`src/design/pbc_pkg.sv`:
```
// Package: constants, field layout and carrier types of the PHY basic control bank
package pbc_pkg;
	// ------------------------------------------------------------
	// Register map and field positions
	// ------------------------------------------------------------
	localparam logic [4:0] REG_CTRL = 5'h00;
	localparam logic [4:0] PHYAD_FIRST = 5'h01;
	localparam int B_SOFT_RESET = 15;
	localparam int B_LOOPBACK = 14;
	localparam int B_SPEED_100 = 13;
	localparam int B_AUTONEG_ENABLE = 12;
	localparam int B_POWER_DOWN = 11;
	localparam int B_ISOLATE = 10;
	localparam int B_AN_RESTART = 9;
	localparam int B_FULL_DUPLEX = 8;
	localparam int B_XOVER_ALG = 5;
	localparam int B_PAIR_STRAIGHT = 4;
	localparam int B_XOVER_DISABLE = 3;
	localparam int B_FEF_DISABLE = 2;
	localparam int B_TX_DISABLE = 1;
	localparam int B_LED_DISABLE = 0;
	localparam logic [15:0] CTRL_RESET = 16'h3120;
	localparam logic [15:0] CTRL_WMASK = 16'hFF3F;
	// ------------------------------------------------------------
	// Management frame fields
	// ------------------------------------------------------------
	localparam logic [5:0] PREAMBLE_ONES = 6'h20;
	localparam logic [1:0] FRAME_START = 2'h1;
	localparam logic [1:0] OP_WRITE = 2'h1;
	localparam logic [1:0] OP_READ = 2'h2;
	localparam logic [4:0] HDR_LAST = 5'h0D;
	localparam logic [4:0] WR_DATA_FIRST = 5'h02;
	localparam logic [4:0] WR_DATA_LAST = 5'h11;
	localparam logic [4:0] RD_TA_DRIVE = 5'h01;
	localparam logic [4:0] RD_RELEASE = 5'h12;
	// ------------------------------------------------------------
	// Timing
	// ------------------------------------------------------------
	localparam int CLK_PERIOD_NS = 50;
	localparam int SOFT_RESET_NS = 1000;
	localparam int SOFT_RESET_CYC = (SOFT_RESET_NS + CLK_PERIOD_NS - 1) / CLK_PERIOD_NS;
	// ------------------------------------------------------------
	// Carrier types
	// ------------------------------------------------------------
	typedef struct packed {
		logic wr;
		logic rd;
		logic [1:0] port;
		logic [4:0] regad;
		logic [15:0] wdata;
	} pbc_spi_req_t;
	typedef struct packed {
		logic soft_reset;
		logic mac_loopback;
		logic speed_100;
		logic full_duplex;
		logic autoneg_enable;
		logic power_down;
		logic line_isolate;
		logic autoneg_restart;
		logic crossover_algorithm_select;
		logic fixed_pair_straight_select;
		logic auto_crossover_disable;
		logic far_end_fault_disable;
		logic tx_disable;
		logic led_disable;
	} pbc_port_ctl_t;
endpackage

```
`src/design/pbc_top.sv`:
```
// PHY basic control register bank, reached over the management serial bus and the SPI path
// Operation
// - Writing one to bit 15 soft-resets the PHY; self-clears when done.
// - Bit 14 loops traffic back at the port's MAC-to-PHY interface.
// - Bit 13 forces 100 Mbps when one, 10 Mbps when zero; resets one.
// - Bit 12 enables auto-negotiation; resets to one.
// - Bit 11 powers the PHY down; resets to zero.
// - Bit 10 isolates the PHY from its transmit pair; resets zero.
// - Writing one to bit 9 restarts auto-negotiation; resets zero.
// - Bit 8 forces full duplex when one, half when zero; resets one.
// - Bit 5 picks the crossover algorithm, alternate when one; resets one.
// - With auto crossover off, bit 4 gives MDI when one, MDIX zero.
// - Bit 3 disables automatic crossover detection; zero leaves it on.
// - Bit 2 disables far-end fault detection; resets zero.
// - Every register is reachable over both the serial bus and SPI.
// - PHY addresses 1 to 4 map to ports; only listed registers supported.
// - Bits 1 and 0 disable transmitter and LED; read-write, reset zero.
`timescale 1ns/100ps
module pbc_top #(
	parameter int NUM_PORTS = 4
) (
	input wire logic clk, // System clock, 20 MHz
	input wire logic rstn, // Asynchronous reset, active low
	input wire logic mdc, // Management clock pin
	input wire logic mdio_i, // Management data pin, input side
	output logic mdio_o_ff, // Management data pin, output side
	output logic mdio_oen_ff, // Management data enable, low drives
	input wire pbc_pkg::pbc_spi_req_t spi_req, // SPI register path request
	output logic [15:0] spi_rdata_ff, // SPI read data
	output logic spi_rvalid_ff, // SPI read data valid pulse
	output pbc_pkg::pbc_port_ctl_t [3:0] port_ctl_ff // Per-port PHY controls
);
	// ------------------------------------------------------------
	// Elaboration check
	// ------------------------------------------------------------
	if (NUM_PORTS < 1 || NUM_PORTS > 4) begin : g_bad_ports
		$error("NUM_PORTS must lie between 1 and 4");
	end

	typedef enum logic [2:0] {M_PRE, M_HDR, M_WR, M_RD} pbc_mstate_t;

	// Store only writable bits so reserved bits stay zero
	function automatic logic [15:0] apply_write(input logic [15:0] d);
		apply_write = d & pbc_pkg::CTRL_WMASK;
	endfunction

	// True when a management address falls inside the port range
	function automatic logic addr_hits(input logic [4:0] phyad);
		addr_hits = (phyad >= pbc_pkg::PHYAD_FIRST) &&
			(phyad < pbc_pkg::PHYAD_FIRST + 5'(NUM_PORTS));
	endfunction

	logic [15:0] ctl_ff [4];
	logic [4:0] rst_cnt_ff [4];
	logic mdc_s1_ff, mdc_s2_ff, mdc_s3_ff, mdc_lvl_ff;
	logic dat_s1_ff, dat_s2_ff, dat_s3_ff;
	logic mdc_rise, mdc_fall;
	pbc_mstate_t mstate_ff;
	logic [5:0] ones_ff;
	logic [4:0] cnt_ff;
	logic [13:0] hdr_ff;
	logic [15:0] shift_ff;
	logic [1:0] mport_ff;
	logic [4:0] mreg_ff;
	logic mdio_wr_ff;
	logic wr_valid;
	logic [1:0] wr_port;
	logic [15:0] wr_data;
	logic [13:0] nxt_hdr;
	logic [15:0] nxt_shift;

	// ------------------------------------------------------------
	// Pin synchronisers
	// ------------------------------------------------------------
	// Three stages; a level counts once stages two and three agree
	always_ff @(posedge clk or negedge rstn) begin
		if (!rstn) begin
			mdc_s1_ff <= 1'b0;
			mdc_s2_ff <= 1'b0;
			mdc_s3_ff <= 1'b0;
			dat_s1_ff <= 1'b1;
			dat_s2_ff <= 1'b1;
			dat_s3_ff <= 1'b1;
		end else begin
			mdc_s1_ff <= mdc;
			mdc_s2_ff <= mdc_s1_ff;
			mdc_s3_ff <= mdc_s2_ff;
			dat_s1_ff <= mdio_i;
			dat_s2_ff <= dat_s1_ff;
			dat_s3_ff <= dat_s2_ff;
		end
	end

	// Filtered clock level, edges derived from it
	always_ff @(posedge clk or negedge rstn) begin
		if (!rstn) begin
			mdc_lvl_ff <= 1'b0;
		end else if (mdc_s2_ff == mdc_s3_ff) begin
			mdc_lvl_ff <= mdc_s3_ff;
		end
	end
	assign mdc_rise = (mdc_s2_ff == mdc_s3_ff) && mdc_s3_ff && !mdc_lvl_ff;
	assign mdc_fall = (mdc_s2_ff == mdc_s3_ff) && !mdc_s3_ff && mdc_lvl_ff;
	assign nxt_hdr = {hdr_ff[12:0], dat_s3_ff};
	assign nxt_shift = {shift_ff[14:0], dat_s3_ff};

	// ------------------------------------------------------------
	// Management frame receiver
	// ------------------------------------------------------------
	// Sampled on the rising management clock; reads turn around on falls
	always_ff @(posedge clk or negedge rstn) begin
		if (!rstn) begin
			mstate_ff <= M_PRE;
			ones_ff <= 6'h00;
			cnt_ff <= 5'h00;
			hdr_ff <= 14'h0000;
			shift_ff <= 16'h0000;
			mport_ff <= 2'h0;
			mreg_ff <= 5'h00;
			mdio_wr_ff <= 1'b0;
		end else begin
			mdio_wr_ff <= 1'b0;
			case (mstate_ff)
				M_PRE: begin
					if (mdc_rise) begin
						if (dat_s3_ff) begin
							if (ones_ff != pbc_pkg::PREAMBLE_ONES) begin
								ones_ff <= ones_ff + 6'h01;
							end
						end else if (ones_ff == pbc_pkg::PREAMBLE_ONES) begin
							mstate_ff <= M_HDR;
							hdr_ff <= nxt_hdr;
							cnt_ff <= 5'h01;
							ones_ff <= 6'h00;
						end else begin
							ones_ff <= 6'h00;
						end
					end
				end
				M_HDR: begin
					if (mdc_rise) begin
						hdr_ff <= nxt_hdr;
						cnt_ff <= cnt_ff + 5'h01;
						if (cnt_ff == pbc_pkg::HDR_LAST) begin
							cnt_ff <= 5'h00;
							mport_ff <= 2'(nxt_hdr[9:5] - pbc_pkg::PHYAD_FIRST);
							mreg_ff <= nxt_hdr[4:0];
							if (nxt_hdr[13:12] != pbc_pkg::FRAME_START ||
								!addr_hits(nxt_hdr[9:5])) begin
								mstate_ff <= M_PRE;
							end else if (nxt_hdr[11:10] == pbc_pkg::OP_WRITE) begin
								mstate_ff <= M_WR;
							end else if (nxt_hdr[11:10] == pbc_pkg::OP_READ) begin
								mstate_ff <= M_RD;
								shift_ff <= (nxt_hdr[4:0] == pbc_pkg::REG_CTRL) ?
									ctl_ff[2'(nxt_hdr[9:5] - pbc_pkg::PHYAD_FIRST)] : 16'h0000;
							end else begin
								mstate_ff <= M_PRE;
							end
						end
					end
				end
				M_WR: begin
					if (mdc_rise) begin
						cnt_ff <= cnt_ff + 5'h01;
						if (cnt_ff >= pbc_pkg::WR_DATA_FIRST) begin
							shift_ff <= nxt_shift;
						end
						if (cnt_ff == pbc_pkg::WR_DATA_LAST) begin
							mdio_wr_ff <= (mreg_ff == pbc_pkg::REG_CTRL);
							mstate_ff <= M_PRE;
						end
					end
				end
				M_RD: begin
					if (mdc_fall) begin
						cnt_ff <= cnt_ff + 5'h01;
						if (cnt_ff > pbc_pkg::RD_TA_DRIVE) begin
							shift_ff <= {shift_ff[14:0], 1'b0};
						end
						if (cnt_ff == pbc_pkg::RD_RELEASE) begin
							mstate_ff <= M_PRE;
						end
					end
				end
				default: begin
					mstate_ff <= M_PRE;
				end
			endcase
		end
	end

	// Data pin driver; idle pin released so other stations can answer
	always_ff @(posedge clk or negedge rstn) begin
		if (!rstn) begin
			mdio_o_ff <= 1'b1;
			mdio_oen_ff <= 1'b1;
		end else if (mstate_ff == M_RD && mdc_fall) begin
			if (cnt_ff == pbc_pkg::RD_TA_DRIVE) begin
				mdio_o_ff <= 1'b0;
				mdio_oen_ff <= 1'b0;
			end else if (cnt_ff > pbc_pkg::RD_TA_DRIVE && cnt_ff < pbc_pkg::RD_RELEASE) begin
				mdio_o_ff <= shift_ff[15];
				mdio_oen_ff <= 1'b0;
			end else begin
				mdio_o_ff <= 1'b1;
				mdio_oen_ff <= 1'b1;
			end
		end else if (mstate_ff != M_RD) begin
			mdio_o_ff <= 1'b1;
			mdio_oen_ff <= 1'b1;
		end
	end

	// ------------------------------------------------------------
	// Write arbitration
	// ------------------------------------------------------------
	// both paths reach the same bank; serial write wins a tie
	always_comb begin
		wr_valid = 1'b0;
		wr_port = 2'h0;
		wr_data = 16'h0000;
		if (mdio_wr_ff) begin
			wr_valid = 1'b1;
			wr_port = mport_ff;
			wr_data = shift_ff;
		end else if (spi_req.wr && spi_req.regad == pbc_pkg::REG_CTRL &&
			{1'b0, spi_req.port} < 3'(NUM_PORTS)) begin
			wr_valid = 1'b1;
			wr_port = spi_req.port;
			wr_data = spi_req.wdata;
		end
	end

	// ------------------------------------------------------------
	// Control register bank
	// ------------------------------------------------------------
	// Soft reset restores defaults and holds bit 15 until the timer ends
	always_ff @(posedge clk or negedge rstn) begin
		if (!rstn) begin
			for (int p = 0; p < 4; p++) begin
				ctl_ff[p] <= pbc_pkg::CTRL_RESET;
				rst_cnt_ff[p] <= 5'h00;
			end
		end else begin
			for (int p = 0; p < 4; p++) begin
				if (wr_valid && wr_port == 2'(p) && wr_data[pbc_pkg::B_SOFT_RESET]) begin
					ctl_ff[p] <= pbc_pkg::CTRL_RESET | 16'h8000;
					rst_cnt_ff[p] <= 5'(pbc_pkg::SOFT_RESET_CYC);
				end else if (wr_valid && wr_port == 2'(p)) begin
					ctl_ff[p] <= apply_write(wr_data);
				end else if (rst_cnt_ff[p] == 5'h01) begin
					ctl_ff[p][pbc_pkg::B_SOFT_RESET] <= 1'b0;
					rst_cnt_ff[p] <= 5'h00;
				end else if (rst_cnt_ff[p] != 5'h00) begin
					rst_cnt_ff[p] <= rst_cnt_ff[p] - 5'h01;
				end
			end
		end
	end

	// SPI read answer one cycle after the request
	always_ff @(posedge clk or negedge rstn) begin
		if (!rstn) begin
			spi_rdata_ff <= 16'h0000;
			spi_rvalid_ff <= 1'b0;
		end else begin
			spi_rvalid_ff <= spi_req.rd;
			if (spi_req.rd) begin
				spi_rdata_ff <= (spi_req.regad == pbc_pkg::REG_CTRL &&
					{1'b0, spi_req.port} < 3'(NUM_PORTS)) ? ctl_ff[spi_req.port] : 16'h0000;
			end
		end
	end

	// ------------------------------------------------------------
	// Per-port PHY controls
	// ------------------------------------------------------------
	// Decoded from the bank, restart pulse from the write itself; unused ports stay at rest
	always_ff @(posedge clk or negedge rstn) begin
		if (!rstn) begin
			port_ctl_ff <= '0;
		end else begin
			for (int p = 0; p < 4; p++) begin
				if (p < NUM_PORTS) begin
					// reset held while bit 15 stands
					port_ctl_ff[p].soft_reset <= ctl_ff[p][pbc_pkg::B_SOFT_RESET];
					port_ctl_ff[p].mac_loopback <= ctl_ff[p][pbc_pkg::B_LOOPBACK];
					port_ctl_ff[p].autoneg_enable <= ctl_ff[p][pbc_pkg::B_AUTONEG_ENABLE];
					if (!ctl_ff[p][pbc_pkg::B_AUTONEG_ENABLE]) begin
						port_ctl_ff[p].speed_100 <= ctl_ff[p][pbc_pkg::B_SPEED_100];
						port_ctl_ff[p].full_duplex <= ctl_ff[p][pbc_pkg::B_FULL_DUPLEX];
					end
					port_ctl_ff[p].power_down <= ctl_ff[p][pbc_pkg::B_POWER_DOWN];
					port_ctl_ff[p].line_isolate <= ctl_ff[p][pbc_pkg::B_ISOLATE];
					port_ctl_ff[p].autoneg_restart <= wr_valid && wr_port == 2'(p) &&
						wr_data[pbc_pkg::B_AN_RESTART] && !wr_data[pbc_pkg::B_SOFT_RESET];
					port_ctl_ff[p].crossover_algorithm_select <= ctl_ff[p][pbc_pkg::B_XOVER_ALG];
					port_ctl_ff[p].auto_crossover_disable <= ctl_ff[p][pbc_pkg::B_XOVER_DISABLE];
					// fixed pairs apply only when detection is off
					port_ctl_ff[p].fixed_pair_straight_select <=
						ctl_ff[p][pbc_pkg::B_XOVER_DISABLE] & ctl_ff[p][pbc_pkg::B_PAIR_STRAIGHT];
					port_ctl_ff[p].far_end_fault_disable <= ctl_ff[p][pbc_pkg::B_FEF_DISABLE];
					port_ctl_ff[p].tx_disable <= ctl_ff[p][pbc_pkg::B_TX_DISABLE];
					port_ctl_ff[p].led_disable <= ctl_ff[p][pbc_pkg::B_LED_DISABLE];
				end
			end
		end
	end
endmodule // pbc_top

```
`config.mk`:
```
export PLATFORM = sky130hd
export DESIGN_NAME = pbc_top
export DESIGN_NICKNAME = d
export VERILOG_FILES = /design/src/design/pbc_pkg.sv /design/src/design/pbc_top.sv
export SDC_FILE = /design/constraint.sdc
export NUM_CORES = 1
export LEC_CHECK = 0
export BUFFER_PORTS_ARGS = -buffer_cell sky130_fd_sc_hd__buf_2
export CELL_PAD_IN_SITES_DETAIL_PLACEMENT = 0
export CELL_PAD_IN_SITES_GLOBAL_PLACEMENT = 1
export CORE_MARGIN = 2
export CORE_UTILIZATION = 45
export CTS_CLUSTER_DIAMETER = 50
export DETAILED_ROUTE_END_ITERATION = 10
export PLACE_DENSITY_LB_ADDON = 0.3
export RECOVER_POWER = 50
export SLEW_MARGIN = 20
export SYNTH_ARGS = -nofsm -noshare
export SYNTH_HDL_FRONTEND = slang
export SYNTH_SLANG_ARGS = --single-unit
```
`constraint.sdc`:
```
create_clock -name clk -period 2.9 [get_ports clk]
set_input_delay 0.435 -clock clk [delete_from_list [all_inputs] [get_ports clk]]
set_output_delay 0.435 -clock clk [all_outputs]
set_load 0.05 [all_outputs]
```
* Word level (Yosys, flattened, before mapping)
Index checks and enable logic that the tools add are counted.
** Cells by class
- Add/sub/neg operators :: 7
- Order comparisons :: 7
- Eq/ne operators :: 40
- Muxes and demuxes :: 94
- Bitwise gates (word level) :: 6
- Reduce and logical (&&, ||, !) cells :: 64
** Operator list (count)
- $mux W16 :: 21
- $mux W5 :: 23
- $bmux W16 S2 :: 2
- $mux W15 :: 4
- $mux W13 :: 4
- $pmux W16 S3 :: 1
- $mux W3 :: 9
- $reduce_bool A3 Y1 :: 9
- $ne A2 B2 Y1 const B :: 13
- $pmux W13 S2 :: 1
- $eq A5 B1 Y1 const B :: 5
- $logic_and A1 B1 Y1 :: 24
- $mux W1 :: 20
- $pmux W5 S4 :: 1
- $reduce_bool A5 Y1 :: 4
- $sub A5 B1 Y5 const B :: 4
- $logic_not A5 Y1 :: 3
- $ne A2 B1 Y1 const B :: 7
- $mux W6 :: 2
- $pmux W3 S4 :: 1
- $reduce_bool A2 Y1 :: 6
- $eq A5 B5 Y1 const B :: 2
- $mux W2 :: 5
- $reduce_and A10 Y1 :: 1
- other kinds (30) :: 46
** Storage, ports and cells
- Flip-flop bits (word level) :: 217
- Input bits :: 29
- Output and inout port bits :: 75
- Word-level logic and storage cells :: 305

* Longest topological paths before layout
- Word-level depth :: 12
- Depth in mapped cells :: 8
- Depth with buffers taken out :: 7

* Worst setup path before layout
No wires, ideal clock.
- Path kind :: reg2reg
- From :: reg hdr_ff[5]
- To :: reg shift_ff[11]
- Setup time :: 0.125 ns
- Arrival :: 2.197 ns
- Required time :: 2.775 ns
- Path slack :: 0.578 ns
- Cell stages (with the launch flop) :: 8
- Buffers on the path :: 2
- Period minus slack after synthesis :: 2.322 ns
- Cells stage by stage :: dfrtp_1 > inv_1 > ha_1 > clkbuf_1 > buf_2 > mux4_2 > a22o_1 > mux2_4
** Between the ends
- Cells in the longest elaborated chain, start to end :: 12
- Elaborated cells between the ends (all ways) :: 19
- Classes of those cells :: add/sub (1); order compare (2); eq/ne (1); mux (10); bitwise (1); reduce/logical (4)
** Ends and longest elaborated chain
- from (decl) :: line pbc_top.sv:61 : logic [13:0] hdr_ff;
- from (signal assigned) :: line pbc_top.sv:132 : hdr_ff <= nxt_hdr;
- from (signal assigned) :: line pbc_top.sv:142 : hdr_ff <= nxt_hdr;
- $sub A2 B1 Y2 :: line pbc_top.sv:156 : ctl_ff[2'(nxt_hdr[9:5] - pbc_pkg::PHYAD_FIRST)] : 16'h0000;
- $not A2 Y3 (implied by the code) :: line pbc_top.sv:156
- $bmux W16 S2 :: line pbc_top.sv:156
- $mux W16 (implied by the code) (2 in a row) :: line pbc_top.sv:156
- $mux W16 :: line pbc_top.sv:155 : shift_ff <= (nxt_hdr[4:0] == pbc_pkg::REG_CTRL) ?
- $mux W16 :: line pbc_top.sv:153 : end else if (nxt_hdr[11:10] == pbc_pkg::OP_READ) begin
- $mux W16 :: line pbc_top.sv:151 : end else if (nxt_hdr[11:10] == pbc_pkg::OP_WRITE) begin
- $mux W16 :: line pbc_top.sv:148 : if (nxt_hdr[13:12] != pbc_pkg::FRAME_START ||
- $mux W16 :: line pbc_top.sv:144 : if (cnt_ff == pbc_pkg::HDR_LAST) begin
- $mux W16 :: line pbc_top.sv:141 : if (mdc_rise) begin
- $pmux W16 S3 :: line pbc_top.sv:123 : case (mstate_ff)
- to (signal assigned) :: line pbc_top.sv:155
- to (signal assigned) :: line pbc_top.sv:167 : shift_ff <= nxt_shift;
- to (signal assigned) :: line pbc_top.sv:179 : shift_ff <= {shift_ff[14:0], 1'b0};
- to (decl) :: line pbc_top.sv:62 : logic [15:0] shift_ff;
Several ways; a longest one is shown, not always the timed one. The select of a mux whose other input is x is not followed.
A chain may end at the register's enable or synchronous reset.

* Worst setup path in the final report
- From :: reg cnt_ff[1]
- To :: reg shift_ff[15]
** Between the ends
- Cells in the longest elaborated chain, start to end :: 3
- Elaborated cells between the ends (all ways) :: 7
- Classes of those cells :: order compare (2); eq/ne (4); reduce/logical (1)
** Ends and longest elaborated chain
- from (decl) :: line pbc_top.sv:60 : logic [4:0] cnt_ff;
- from (signal assigned) :: line pbc_top.sv:143 : cnt_ff <= cnt_ff + 5'h01;
- from (signal assigned) :: line pbc_top.sv:165 : cnt_ff <= cnt_ff + 5'h01;
- from (signal assigned) :: line pbc_top.sv:177 : cnt_ff <= cnt_ff + 5'h01;
- $gt A5 B1 Y1 (tied with other cells) :: line pbc_top.sv:178 : if (cnt_ff > pbc_pkg::RD_TA_DRIVE) begin
- $ne A2 B1 Y1 (no line) or $ne A2 B2 Y1 (tied branches)
- $reduce_and A10 Y1 (no line) (*)
Mark *: on every way between the ends. The rest lies on a longest branch, timed or not.

==> metrics.yaml <==
status: "completed"
cts.clk_slew.worst_paths_ns: 0.06
grt_first_pass_wirelength_um: 35800
gp_congestion: 0.815
port_buffers: 99
critPathKind: "flop to flop"
antenna_left: 0
cts_tree: "built"
area_growth_syn_to_layout_pct: 18.0
p_leak_nw: 5.19
synth_seq_cells: 206
setup_slack_ns: 0.516
worst_skew_pair.late_latency_ns: 0.52
syn_area_um2: 9480
clock_sinks: 206
cp-start-kind: "flop"
worstSetupEndpointType: "flop"
synth.distinct_cells: 72
period_share_pct: 82.2
fmax_mhz: 420
ir_drop_mv: 0.478
diodes: 0
utilization_pct: 53.7
die_w_um: 149
powerDensity_nw_per_um2: 728
hold_buffers: 1
synth.most_common_cell: "dfrtp_1"
nets: 887
drc: 0
dp_hpwl_um: 14900
die_area_um2: 22200
drt-pass1-iter-count: 5
antenna_found_initial: 0
maxSlewViolCount: 0
grt_pass1_vias: 6626
synth_flop_cell: "dfrtp_1"
die_h_um: 149
final.setup.tns_ns: 0
slew_headroom_pct: 5.45
ctsHtreeMaxLevel: 1
grt_max_degree: 84
rows: 53
gr-total-overflow: 0
r2r_cells: 8
hold_path_class: "input port to flop"
start_util_pct: 45.5
clockBufferDepth: 3
post-place-ws_ns: 0.378
post-route-min-period_ns: 2.38
cts_setup_buffers: 0
place_area_um2: 10300
worstMarginPinSlew_ns: 1.42
synth_top_cell_by_area: "dfrtp_1"
crit_fanout: 16
avgRoutedWirePerCell_um: 19.7
ctsResizeCount: 0
cts-root-buf: "clkbuf_16"
synthCells: 724
vias: 6382
synth_warnings: 0
hold_depth: 1
synth-edff-count: 0
routed_wl_um: 22300
yosys.area.top_type_share_pct: 48.9
fin_area_um2: 11200
drv_cap: 0
async_flop_share_pct: 100
ios: 104
required_ns: 3.30
synth.area.top_cells: "dfrtp_1, mux2_2, dfstp_2, mux4_2, ha_1"
seq_area_frac_synth_pct: 54.7
drive_gt1_share_pct: 35.6
avgSynthCellArea_um2: 13.1
worstPathArrival_ns: 2.78
rsz0062_at_grt: "false"
core_um2: 20800
cts_inserted_buffers: 26
viasPerCell: 5.65
nFillCells: 1790
timing.final.hold_violations: 0
fin_worst_skew_ns: 0.00906
setup_viol_count_final: 0
drt-initial-drc-count: 372
yosys-top-cells-count: "dfrtp_1, mux2_2, nand2_1, o21ai_0, inv_1"
grt_use_total_pct: 20.4
[kinds of logic (layout without fill, tap and decap cells)]
group / Yosys count / count (layout) / share of synthesized area (%)
mux: 128 / 128 / 18.8
buf+inv: 70 / 199 / 3.34
compound gates: 145 / 145 / 10.9
other cells: 1 / 2 / 0.0396
simple gates: 151 / 151 / 9.14
flops: 206 / 206 / 54.7
fa+ha+maj: 23 / 23 / 3.04
[registers in the layout (all words and copies together) (netlist names), 2 cells and up]
name	flops
mstate_ff	2
port_ctl_ff	56
ctl_ff	56
cnt_ff	5
ones_ff	6
spi_rdata_ff	14
mport_ff	2
rst_cnt_ff	20
mreg_ff	5
shift_ff	16
hdr_ff	13
[cell type report]
cell class	count	area (um^2)	share of cell area, %
inverters	31	116	1.04
repair buffers	121	661	5.91
clock inverters	16	184	1.64
clock buffers	31	711	6.35
multi-input cells	449	3990	35.7
flip-flops and latches	206	5180	46.3
well taps	275	344	3.08
[layer usage]
metal | vias to the layer above | share of wire, % | GRT usage, %
li1 | 2903 | - | -
met1 | 3321 | 45 | 28.4
met2 | 133 | 50 | 34.4
met3 | 25 | 4.1 | 2.87
met4 | 0 | 1.5 | 4.43
met5 | - | 0 | 0
[power by group]
group          internal, mW  switching, mW
Combinational         0.602          0.829
Clock                  2.03           1.26
Sequential             3.17          0.252
[worst paths after layout]
kind,from,endpoint,slack (ns)
min reg2reg,mdc_s1_ff,mdc_s2_ff,0.35
min,mdio_i,dat_s1_ff,0.02
max reg2reg,cnt_ff[1],shift_ff[15],0.52
max in group asynchronous,rstn,port_ctl_ff[22],0.62
min in group asynchronous,rstn,mdc_s2_ff,0.50
max,cnt_ff[1],shift_ff[15],0.52
[through the flow]
step / hold WS (ns) / std cells / power, mW
floorplan: 0.139 / 725 / 4.51
global placement: 0.339 / 1081 / 4.84
detailed placement: 0.339 / 1081 / 4.92
CTS: 0.00220 / 1129 / 8.23
global route: 0.00815 / 1129 / 8.53
finish: 0.0195 / 1129 / 8.15
[cell usage in the layout (no fill, tap or decap), types with 4 or more instances in the layout]
cell         n
ha_1        23
a31oi_1      4
dfstp_1      8
a21o_1       5
dfstp_2     13
dfrtp_1    185
a32o_1      15
nand2b_1     5
mux2i_1     13
mux4_1       4
nor2_1      15
a22o_1      18
or3_1        6
nand3b_1    12
clkinv_2     5
o21ai_0     44
inv_1       31
mux2_4       8
nand2_1     48
nor3_1      12
mux2_2      77
clkbuf_1     5
clkbuf_16   27
buf_2       96
nand3_1     14
o211ai_1     4
a21oi_1     20
buf_4       18
and2_0       4
mux4_2      24
[worst max-delay path, stage by stage (launching register included)]
cell	delay [ns]
dfrtp_1	0.50
inv_1	0.11
ha_1	0.27
o21bai_1	0.18
a22oi_1	0.19
o311ai_1	0.17
a21oi_4	0.16
buf_4	0.30
mux2_2	0.38
Power figures use the tool's default switching activity.
